==> src/verilog/adc_ctrl_pkg.sv <==
// Constants, types and register map of the converter selection and sequencing logic
// What this block does
// - Buffered selection copies through while not converting
// - Active selection frozen once conversion begins
// - Copying resumes in final converter cycle
// - Start bit begins conversion on next tick
// - Free-run reselection applies one conversion later
// - Overrange input yields full-scale code
// - Halt in idle/noise sleep starts conversion
// - Sleep conversion completion always raises interrupt
// - Other sleep modes leave converter enabled
// - Code is input times 1024 over reference
// - Result readable when done flag sets
// - Reference select decodes pin, supply, internal
// - Channel select decodes pins, bandgap, ground
package adc_ctrl_pkg;

    // ==========================================================
    // Register offsets (byte addresses, one word each)
    localparam logic [7:0] OFF_SEL = 8'h00;
    localparam logic [7:0] OFF_CTRL = 8'h04;
    localparam logic [7:0] OFF_RES_LOW = 8'h08;
    localparam logic [7:0] OFF_RES_HIGH = 8'h0c;
    localparam logic [7:0] OFF_STATUS = 8'h10;
    localparam logic [7:0] OFF_MASK = 8'h14;

    // ==========================================================
    // Field positions
    localparam int SEL_REF_LO = 6;
    localparam int SEL_ADJ = 5;
    localparam int CTRL_ENABLE = 7;
    localparam int CTRL_START = 6;
    localparam int CTRL_FREE_RUN = 5;
    localparam int CTRL_DONE = 4;
    localparam int CTRL_INT_EN = 3;
    localparam int STAT_DONE = 0;
    localparam int STAT_SLEEP = 1;
    localparam int STAT_W = 2;

    // ==========================================================
    // Reset values
    localparam logic [7:0] SEL_RESET = 8'h00;
    localparam logic [2:0] PRESCALE_RESET = 3'h0;
    localparam logic [1:0] MASK_RESET = 2'h0;

    // ==========================================================
    // Conversion timing in converter clock cycles
    localparam logic [4:0] CYC_NORMAL = 5'h0d;
    localparam logic [4:0] CYC_EXT = 5'h19;
    localparam logic [4:0] LAST_NORMAL = CYC_NORMAL - 5'h01;
    localparam logic [4:0] LAST_EXT = CYC_EXT - 5'h01;
    localparam logic [4:0] SH_NORMAL = 5'h01;
    localparam logic [4:0] SH_EXT = 5'h0d;

    // ==========================================================
    // Result coding
    localparam int RES_W = 10;
    localparam logic [9:0] PROBE_MSB = 10'h200;

    // ==========================================================
    // Selection codes
    localparam logic [1:0] REF_PIN = 2'h0;
    localparam logic [1:0] REF_SUPPLY = 2'h1;
    localparam logic [1:0] REF_RESERVED = 2'h2;
    localparam logic [1:0] REF_INTERNAL = 2'h3;
    localparam logic [3:0] CH_PIN_MAX = 4'h7;
    localparam logic [3:0] CH_BANDGAP = 4'he;
    localparam logic [3:0] CH_GROUND = 4'hf;

    // ==========================================================
    // Types
    typedef enum logic [2:0] {
        SLP_IDLE = 3'h0,
        SLP_NOISE = 3'h1,
        SLP_POWER_DOWN = 3'h2,
        SLP_POWER_SAVE = 3'h3,
        SLP_STANDBY = 3'h6
    } sleep_mode_t;

    typedef enum logic [1:0] {
        ST_IDLE = 2'b00,
        ST_ARMED = 2'b01,
        ST_CONVERT = 2'b11
    } conv_state_t;

    typedef struct packed {
        logic [1:0] reference;
        logic [3:0] channel;
    } selection_t;

    typedef struct packed {
        logic [7:0] pin_enable;
        logic bandgap;
        logic ground;
        logic ref_supply;
        logic ref_internal;
    } analog_route_t;

endpackage : adc_ctrl_pkg

==> src/verilog/conv_clock_divider.sv <==
`timescale 1ns/10ps
// Converter clock tick generator from the system clock
module conv_clock_divider #(
    parameter int PS_W = 3,
    parameter int CNT_W = 7
) (
    input wire logic clk_sys,
    input wire logic rst,
    input wire logic run,
    input wire logic [PS_W-1:0] prescale,
    output logic tick
);
    logic [CNT_W-1:0] count;
    logic [CNT_W-1:0] last;

    // Codes 0 and 1 both divide by two
    always_comb begin
        if (prescale == '0) begin
            last = CNT_W'(1);
        end else begin
            last = (CNT_W'(1) << prescale) - CNT_W'(1);
        end
    end

    // Held in reset while the converter is off, so the first tick is a full period away
    always_ff @(posedge clk_sys) begin
        if (rst || !run) begin
            count <= '0;
            tick <= 1'b0;
        end else if (count >= last) begin
            count <= '0;
            tick <= 1'b1;
        end else begin
            count <= count + CNT_W'(1);
            tick <= 1'b0;
        end
    end
endmodule : conv_clock_divider

==> src/verilog/adc_sel_ctrl.sv <==
// The register addresses and register access over APB were chosen for this implementation.
`timescale 1ns/10ps
// Converter selection buffering, conversion sequencing, interrupts and APB registers
module adc_sel_ctrl (
    input wire logic clk_sys,
    input wire logic rst,
    input wire logic psel,
    input wire logic penable,
    input wire logic pwrite,
    input wire logic [7:0] paddr,
    input wire logic [31:0] pwdata,
    output logic [31:0] prdata,
    output logic pready,
    output logic pslverr,
    input wire logic cpu_halted,
    input wire adc_ctrl_pkg::sleep_mode_t sleep_mode,
    input wire logic comp_above,
    output adc_ctrl_pkg::selection_t active_sel,
    output adc_ctrl_pkg::analog_route_t route,
    output logic analog_enable,
    output logic sample_hold,
    output logic [9:0] trial_code,
    output logic irq
);
    import adc_ctrl_pkg::*;

    // ==========================================================
    // Declarations
    selection_t temp_sel;
    logic left_adjust;
    logic start;
    logic free_run;
    logic done;
    logic sleep_done;
    logic [2:0] prescale;
    logic [STAT_W-1:0] mask;
    conv_state_t state;
    logic [4:0] cycle;
    logic extended;
    logic first_pending;
    logic from_sleep;
    logic [RES_W-1:0] code;
    logic [RES_W-1:0] probe;
    logic [RES_W-1:0] result;
    logic read_block;
    logic halted_prev;
    logic tick;
    logic access;
    logic wr;
    logic rd;
    logic [7:0] wbyte;
    logic wr_sel;
    logic wr_ctrl;
    logic wr_status;
    logic wr_mask;
    logic start_req;
    logic sleep_go;
    logic [4:0] last_cyc;
    logic [4:0] sh_cyc;
    logic finish;
    logic locked;
    logic mapped;
    logic [7:0] read_word;

    // ==========================================================
    // Converter clock
    conv_clock_divider #(
        .PS_W(3),
        .CNT_W(7)
    ) u_divider (
        .clk_sys(clk_sys),
        .rst(rst),
        .run(analog_enable),
        .prescale(prescale),
        .tick(tick)
    );

    // ==========================================================
    // APB decode; one wait state so read data come from a register
    always_comb begin
        access = psel & penable & pready;
        wr = access & pwrite;
        rd = access & ~pwrite;
        wbyte = pwdata[7:0];
        wr_sel = wr && (paddr == OFF_SEL);
        wr_ctrl = wr && (paddr == OFF_CTRL);
        wr_status = wr && (paddr == OFF_STATUS);
        wr_mask = wr && (paddr == OFF_MASK);
    end

    // Address map check; result registers accept and ignore writes
    always_comb begin
        unique case (paddr)
            OFF_SEL, OFF_CTRL, OFF_RES_LOW, OFF_RES_HIGH, OFF_STATUS, OFF_MASK: begin
                mapped = 1'b1;
            end
            default: begin
                mapped = 1'b0;
            end
        endcase
    end

    // Read multiplexer; adjustment applies at read time, so it acts at once
    always_comb begin
        unique case (paddr)
            OFF_SEL: begin
                read_word = {temp_sel.reference, left_adjust, 1'b0, temp_sel.channel};
            end
            OFF_CTRL: begin
                read_word = {analog_enable, start, free_run, done, mask[STAT_DONE], prescale};
            end
            OFF_RES_LOW: begin
                read_word = left_adjust ? {result[1:0], 6'h00} : result[7:0];
            end
            OFF_RES_HIGH: begin
                read_word = left_adjust ? result[9:2] : {6'h00, result[9:8]};
            end
            OFF_STATUS: begin
                read_word = {6'h00, sleep_done, done};
            end
            OFF_MASK: begin
                read_word = {6'h00, mask};
            end
            default: begin
                read_word = 8'h00;
            end
        endcase
    end

    // Ready pulses one cycle after the access phase opens
    always_ff @(posedge clk_sys) begin
        if (rst) begin
            pready <= 1'b0;
        end else begin
            pready <= psel & penable & ~pready;
        end
    end

    // Read data and error captured in the wait cycle
    always_ff @(posedge clk_sys) begin
        if (rst) begin
            prdata <= 32'h0000_0000;
            pslverr <= 1'b0;
        end else if (psel && penable && !pready) begin
            prdata <= {24'h00_0000, read_word};
            pslverr <= ~mapped;
        end else if (access) begin
            pslverr <= 1'b0;
        end
    end

    // ==========================================================
    // Sequencing terms
    always_comb begin
        last_cyc = extended ? LAST_EXT : LAST_NORMAL;
        sh_cyc = extended ? SH_EXT : SH_NORMAL;
        finish = (state == ST_CONVERT) && tick && (cycle == last_cyc);
        // The lock opens in the last cycle, before the done flag rises
        locked = (state == ST_CONVERT) && (cycle != last_cyc);
        start_req = wr_ctrl && wbyte[CTRL_START] && wbyte[CTRL_ENABLE];
    end

    // Halt in an eligible sleep mode; only entry into the halt counts
    always_comb begin
        sleep_go = cpu_halted && !halted_prev && analog_enable
            && ((sleep_mode == SLP_IDLE) || (sleep_mode == SLP_NOISE))
            && (state == ST_IDLE) && !free_run && mask[STAT_DONE];
    end

    always_ff @(posedge clk_sys) begin
        if (rst) begin
            halted_prev <= 1'b0;
        end else begin
            halted_prev <= cpu_halted;
        end
    end

    // ==========================================================
    // Selection buffer written by software
    always_ff @(posedge clk_sys) begin
        if (rst) begin
            temp_sel <= selection_t'(SEL_RESET[5:0]);
            left_adjust <= SEL_RESET[SEL_ADJ];
        end else if (wr_sel) begin
            temp_sel.reference <= wbyte[SEL_REF_LO+1:SEL_REF_LO];
            temp_sel.channel <= wbyte[3:0];
            left_adjust <= wbyte[SEL_ADJ];
        end
    end

    // Decode of a selection into analog switch controls
    function automatic analog_route_t decode_route(input selection_t s);
        analog_route_t r;
        r = '0;
        if (s.channel <= CH_PIN_MAX) begin
            r.pin_enable = 8'h01 << s.channel[2:0];
        end else if (s.channel == CH_BANDGAP) begin
            r.bandgap = 1'b1;
        end else begin
            // Unused codes park on ground rather than float
            r.ground = 1'b1;
        end
        r.ref_supply = (s.reference == REF_SUPPLY);
        // Reserved code leaves only the pin, so no source fights it
        r.ref_internal = (s.reference == REF_INTERNAL);
        return r;
    endfunction : decode_route

    // Active selection follows the buffer whenever the lock is open
    always_ff @(posedge clk_sys) begin
        if (rst) begin
            active_sel <= selection_t'(SEL_RESET[5:0]);
            route <= decode_route(selection_t'(SEL_RESET[5:0]));
        end else if (!locked) begin
            active_sel <= temp_sel;
            route <= decode_route(temp_sel);
        end
    end

    // ==========================================================
    // Control bits; sleep never touches the enable
    always_ff @(posedge clk_sys) begin
        if (rst) begin
            analog_enable <= 1'b0;
            free_run <= 1'b0;
            prescale <= PRESCALE_RESET;
        end else if (wr_ctrl) begin
            analog_enable <= wbyte[CTRL_ENABLE];
            free_run <= wbyte[CTRL_FREE_RUN];
            prescale <= wbyte[2:0];
        end
    end

    // Mask; the interrupt enable in control is the done bit of the mask
    always_ff @(posedge clk_sys) begin
        if (rst) begin
            mask <= MASK_RESET;
        end else if (wr_mask) begin
            mask <= wbyte[STAT_W-1:0];
        end else if (wr_ctrl) begin
            mask[STAT_DONE] <= wbyte[CTRL_INT_EN];
        end
    end

    // Start bit reads one while a conversion is pending or running
    always_ff @(posedge clk_sys) begin
        if (rst) begin
            start <= 1'b0;
        end else if (!analog_enable && !start_req) begin
            start <= 1'b0;
        end else if (start_req || sleep_go) begin
            start <= 1'b1;
        end else if (finish && !free_run) begin
            start <= 1'b0;
        end
    end

    // First conversion after enabling runs the extended length
    always_ff @(posedge clk_sys) begin
        if (rst || !analog_enable) begin
            first_pending <= 1'b1;
        end else if (state == ST_ARMED && tick) begin
            first_pending <= 1'b0;
        end
    end

    // ==========================================================
    // Conversion state machine; disabling aborts at once
    always_ff @(posedge clk_sys) begin
        if (rst || (!analog_enable && !start_req)) begin
            state <= ST_IDLE;
            cycle <= 5'h00;
            extended <= 1'b0;
            from_sleep <= 1'b0;
        end else begin
            unique case (state)
                ST_IDLE: begin
                    if (start_req || sleep_go) begin
                        state <= ST_ARMED;
                        from_sleep <= sleep_go;
                    end
                end
                ST_ARMED: begin
                    if (tick) begin
                        state <= ST_CONVERT;
                        cycle <= 5'h00;
                        extended <= first_pending;
                    end
                end
                ST_CONVERT: begin
                    if (finish) begin
                        cycle <= 5'h00;
                        extended <= 1'b0;
                        from_sleep <= 1'b0;
                        // Free running restarts with the selection copied just now
                        state <= free_run ? ST_CONVERT : ST_IDLE;
                    end else if (tick) begin
                        cycle <= cycle + 5'h01;
                    end
                end
                default: begin
                    state <= ST_IDLE;
                end
            endcase
        end
    end

    // ==========================================================
    // Successive approximation; comparator is on this clock
    always_ff @(posedge clk_sys) begin
        if (rst || state != ST_CONVERT) begin
            code <= '0;
            probe <= '0;
        end else if (finish) begin
            code <= '0;
            probe <= '0;
        end else if (tick && cycle == sh_cyc) begin
            probe <= PROBE_MSB;
        end else if (tick && probe != '0) begin
            // Input above every trial level keeps every bit: full scale
            code <= comp_above ? (code | probe) : code;
            probe <= probe >> 1;
        end
    end

    // Analog-facing outputs, registered
    always_ff @(posedge clk_sys) begin
        if (rst) begin
            sample_hold <= 1'b0;
            trial_code <= '0;
        end else begin
            sample_hold <= (state == ST_CONVERT) && (cycle <= sh_cyc);
            trial_code <= code | probe;
        end
    end

    // ==========================================================
    // Result: low read blocks updates until high is read
    always_ff @(posedge clk_sys) begin
        if (rst) begin
            result <= '0;
        end else if (finish && !read_block) begin
            result <= code;
        end
    end

    always_ff @(posedge clk_sys) begin
        if (rst) begin
            read_block <= 1'b0;
        end else if (rd && paddr == OFF_RES_HIGH) begin
            read_block <= 1'b0;
        end else if (rd && paddr == OFF_RES_LOW) begin
            read_block <= 1'b1;
        end
    end

    // ==========================================================
    // Sticky flags, write one to clear; a completion in the clear cycle wins
    always_ff @(posedge clk_sys) begin
        if (rst) begin
            done <= 1'b0;
        end else if (finish) begin
            done <= 1'b1;
        end else if ((wr_ctrl && wbyte[CTRL_DONE]) || (wr_status && wbyte[STAT_DONE])) begin
            done <= 1'b0;
        end
    end

    // Marks a completion that was started by a halt
    always_ff @(posedge clk_sys) begin
        if (rst) begin
            sleep_done <= 1'b0;
        end else if (finish && from_sleep) begin
            sleep_done <= 1'b1;
        end else if (wr_status && wbyte[STAT_SLEEP]) begin
            sleep_done <= 1'b0;
        end
    end

    // Level interrupt; also serves as the wake request
    always_ff @(posedge clk_sys) begin
        if (rst) begin
            irq <= 1'b0;
        end else begin
            irq <= |({sleep_done, done} & mask);
        end
    end

endmodule : adc_sel_ctrl

==> config.mk <==
export PLATFORM = sky130hd
export DESIGN_NAME = adc_sel_ctrl
export DESIGN_NICKNAME = d
export VERILOG_FILES = /design/src/verilog/adc_ctrl_pkg.sv /design/src/verilog/conv_clock_divider.sv /design/src/verilog/adc_sel_ctrl.sv
export SDC_FILE = /design/constraint.sdc
export NUM_CORES = 1
export LEC_CHECK = 0
export BUFFER_PORTS_ARGS = -buffer_cell sky130_fd_sc_hd__buf_4
export CORE_ASPECT_RATIO = 1.75
export CORE_MARGIN = 2
export CORE_UTILIZATION = 53
export DETAILED_ROUTE_END_ITERATION = 8
export PLACE_DENSITY = 0.79
export SYNTH_ARGS = -nofsm -noshare
export SYNTH_HDL_FRONTEND = slang
export SYNTH_SLANG_ARGS = --single-unit
==> constraint.sdc <==
create_clock -name clk_sys -period 2.5 [get_ports clk_sys]
set_input_delay 0.25 -clock clk_sys [delete_from_list [all_inputs] [get_ports clk_sys]]
set_output_delay 0.25 -clock clk_sys [all_outputs]
set_load 0.005 [all_outputs]
==> results.sh <==
export IMPL_worstPathRequired_ps=2780
export IMPL_total_switching_power_mw=0.763
export IMPL_portBuffers=65
export IMPL_htreeDepth=3
export IMPL_most_common_layout_cells="dfxtp_1 (107), nor2_1 (87), buf_4 (73), a21oi_1 (51), nand2_1 (48)"
export IMPL_grt_max_degree=75
export IMPL_netlist_instances=568
export IMPL_die_area_um2=10100
export IMPL_slowest_stage="or4b_2"
export IMPL_dp_worst_setup_slack_ps=347
export IMPL_muxShareOfSynthArea_pct=9.08
export IMPL_post_cts_buffers=0
export IMPL_ios=115
export IMPL_cp_slowest_stage_delay_ps=670
export IMPL_area_growth_pct=15.4
export IMPL_clock_skew_ps=7.18
export IMPL_layout_commonest_cell="dfxtp_1"
export IMPL_seq_power_share_pct=53.0
export IMPL_path_cells="inv_1 -> ha_1 -> and3b_1 -> a21oi_2 -> or4b_2 -> a21oi_1"
export IMPL_hold_path_class="input port to flop"
export IMPL_synth_ff_type="dfxtp_1"
export IMPL_yosys_area_top_type_share_pct=43.6
export IMPL_grt_pass1_wl_mm=18.2
export IMPL_cts_tree="yes"
export IMPL_setup_tns_ps=0
export IMPL_clock_sinks=107
export IMPL_synth_edf_count=0
export IMPL_multi_input_area_um2=2500
export IMPL_postRouteAntennaNets=0
export IMPL_p_int_mw=2.45
export IMPL_initial_core_util_pct=54.4
export IMPL_crit_family="simple AND/OR/NAND/NOR gates"
export IMPL_path_max_fanout=13
export IMPL_syn_avg_cell_area_um2=8.66
export IMPL_end_kind="flop"
export IMPL_coreArea_um2=9040
export IMPL_swShare_pct=23.7
export IMPL_max_freq_mhz=460
export IMPL_synth_top_area_cell="dfxtp_1"
export IMPL_drt_total_wl_mm=11.1
export IMPL_leakage_nw=2.09
export IMPL_vias=4118
export IMPL_drive_above_1_share_pct=17.1
export IMPL_track_usage_pct=22.2
export IMPL_rsz0062_at_grt="false"
export IMPL_post_route_util_pct=62.8
export IMPL_grt_pass1_vias=3954
export IMPL_fin_ws_ps=327
export IMPL_path_buf_inv=1
export IMPL_yosysWarnings=0
export IMPL_crit_arrival_ps=2450
export IMPL_setup_viol=0
export IMPL_status="finished clean"
export IMPL_power_frac_clock_pct=43.6
export IMPL_dp_hpwl_mm=8.17
export IMPL_fillers=806
export IMPL_wl_per_cell_um=15.0
export IMPL_gp_congestion=0.851
export IMPL_num_rows=46
export IMPL_hold_viol_final=0
export IMPL_hold_slack_ps=125
export IMPL_total_power_mw=3.22
export IMPL_power_frac_comb_pct=3.4
export IMPL_clk_latency_ps=350
export IMPL_cts_made_buffers=9
export IMPL_power_density_nw_per_um2=567
export IMPL_path_clk_slew_ps=70
export IMPL_synth_top_family_by_area="simple AND/OR/NAND/NOR gates"
export IMPL_die_x_um=76.8
export IMPL_drc_errors=0
export IMPL_synthXorXnorAreaFrac_pct=1.40
export IMPL_synth_compound_area_share_pct=12.0
export IMPL_seq_area_um2=2140
export IMPL_ys_seq_area_share_pct=43.6
export IMPL_antenna_found_initial=0
export IMPL_synth_simple_area_share_pct=23.2
export IMPL_insertedDiodeCount=0
export IMPL_overflow=0
export IMPL_synthAdderAreaFrac_pct=3.05
export IMPL_tightest_slew_ps=824
export IMPL_ys_types=62
export IMPL_period_minus_slack_ps=2170
export IMPL_period_share_pct=86.9
export IMPL_clk_path_buf_depth=2
export IMPL_synth_seq_cells=107
export IMPL_cp_start_kind="flop"
export IMPL_drtIter0Drc=217
export IMPL_firstDrtPassIters=5
export IMPL_hold_buffers=0
export IMPL_root_buffer="clkbuf_16"
export IMPL_critPathKind="flop to flop"
export IMPL_syn_area_um2=4920
export IMPL_die_h_um=131
export IMPL_maxCapViolCount=0
export IMPL_synth_area_top_cells="dfxtp_1 (44%), mux2i_1 (7.9%), nor2_1 (6.6%)"
export IMPL_synthArstFlopShare_pct=0
export IMPL_cts_resized=0
export IMPL_nNetsFinal=677
export IMPL_slew_violations=0
export IMPL_via_per_inst=5.56
export IMPL_ir_drop_v=0.000484
export IMPL_slew_headroom_pct=45.0
## stage by stage
step / std cells / cell area, µm²
global route: 740 / 5680
CTS: 740 / 5680
floorplan: 591 / 5000
finish: 740 / 5680
global placement: 724 / 5390
detailed placement: 724 / 5390
## path summary, 6_finish.rpt
kind                                 start          end  slack [ps]  cells past startpoint
worst max register to register    extended     route[7]         330                      6
worst min register to register  from_sleep   sleep_done         460                      2
worst max-delay path              extended     route[7]         330                      6
worst min-delay path            cpu_halted  halted_prev         120                      2
## registers in the layout (all words and copies together), names as in the netlist, 2 cells and up
| register | cells |
|---|---|
| route | 12 |
| code | 10 |
| probe | 10 |
| result | 10 |
| trial_code | 10 |
| prdata | 8 |
| u_divider.count | 7 |
| active_sel | 6 |
| temp_sel | 6 |
| cycle | 5 |
| prescale | 3 |
| mask | 2 |
| state | 2 |
## worst register-to-register path: cells and delay by family (launching register included)
family,cells,cell delay [ps]
fa+ha+maj,1,330
simple gates,2,950
flops,1,430
buf+inv,1,90
compound gates,2,320
## cell usage after synthesis (3+ instances only)
library cell	instances
nand2b_1	5
xor2_1	3
or4b_1	3
a31oi_1	4
dfxtp_1	107
nor2_1	87
or3_1	4
a21oi_1	52
mux2i_1	39
buf_4	25
a211o_1	3
xnor2_1	3
a21o_1	3
a211oi_1	3
mux2_2	3
or3b_2	4
nand4_1	3
nor4b_1	3
nand3_1	16
buf_2	6
ha_1	12
nand4b_1	5
clkbuf_1	27
inv_1	11
nand3b_1	8
o21ai_0	15
nor4_1	8
nand2_1	48
nor3_1	13
## layer usage
layer | GRT usage [%] | share of wire (%)
met5 | 0 | 0
met2 | 40.8 | 53
met1 | 24.3 | 39
met3 | 4.19 | 4.6
met4 | 9.70 | 2.7
## layout make-up
cell class,instances,share of cell area (%)
multi-input combinational,413,44.1
sequential,107,37.7
timing repair buffer,73,9.65
clock buffer,9,3.97
tap,120,2.64
clock inverter,7,1.17
inverter,11,0.727
## power groups by stage
stage | Sequential [mW] | Clock, mW | Combinational, mW
final | 1.71 | 1.40 | 0.109
after global routing | 1.71 | 1.49 | 0.119
after CTS | 1.71 | 1.42 | 0.107
after detailed placement | 1.75 | 0 | 0.107
after global placement | 1.75 | 0 | 0.106
after floorplan | 1.75 | 0 | 0.0847
## cell families after synthesis
logic type      after synthesis
compound gates              100
xor+xnor                      7
fa+ha+maj                    12
buf+inv                      71
flops                       107
mux                          43
other cells                   1
simple gates                227
Power figures use the tool's default switching activity.
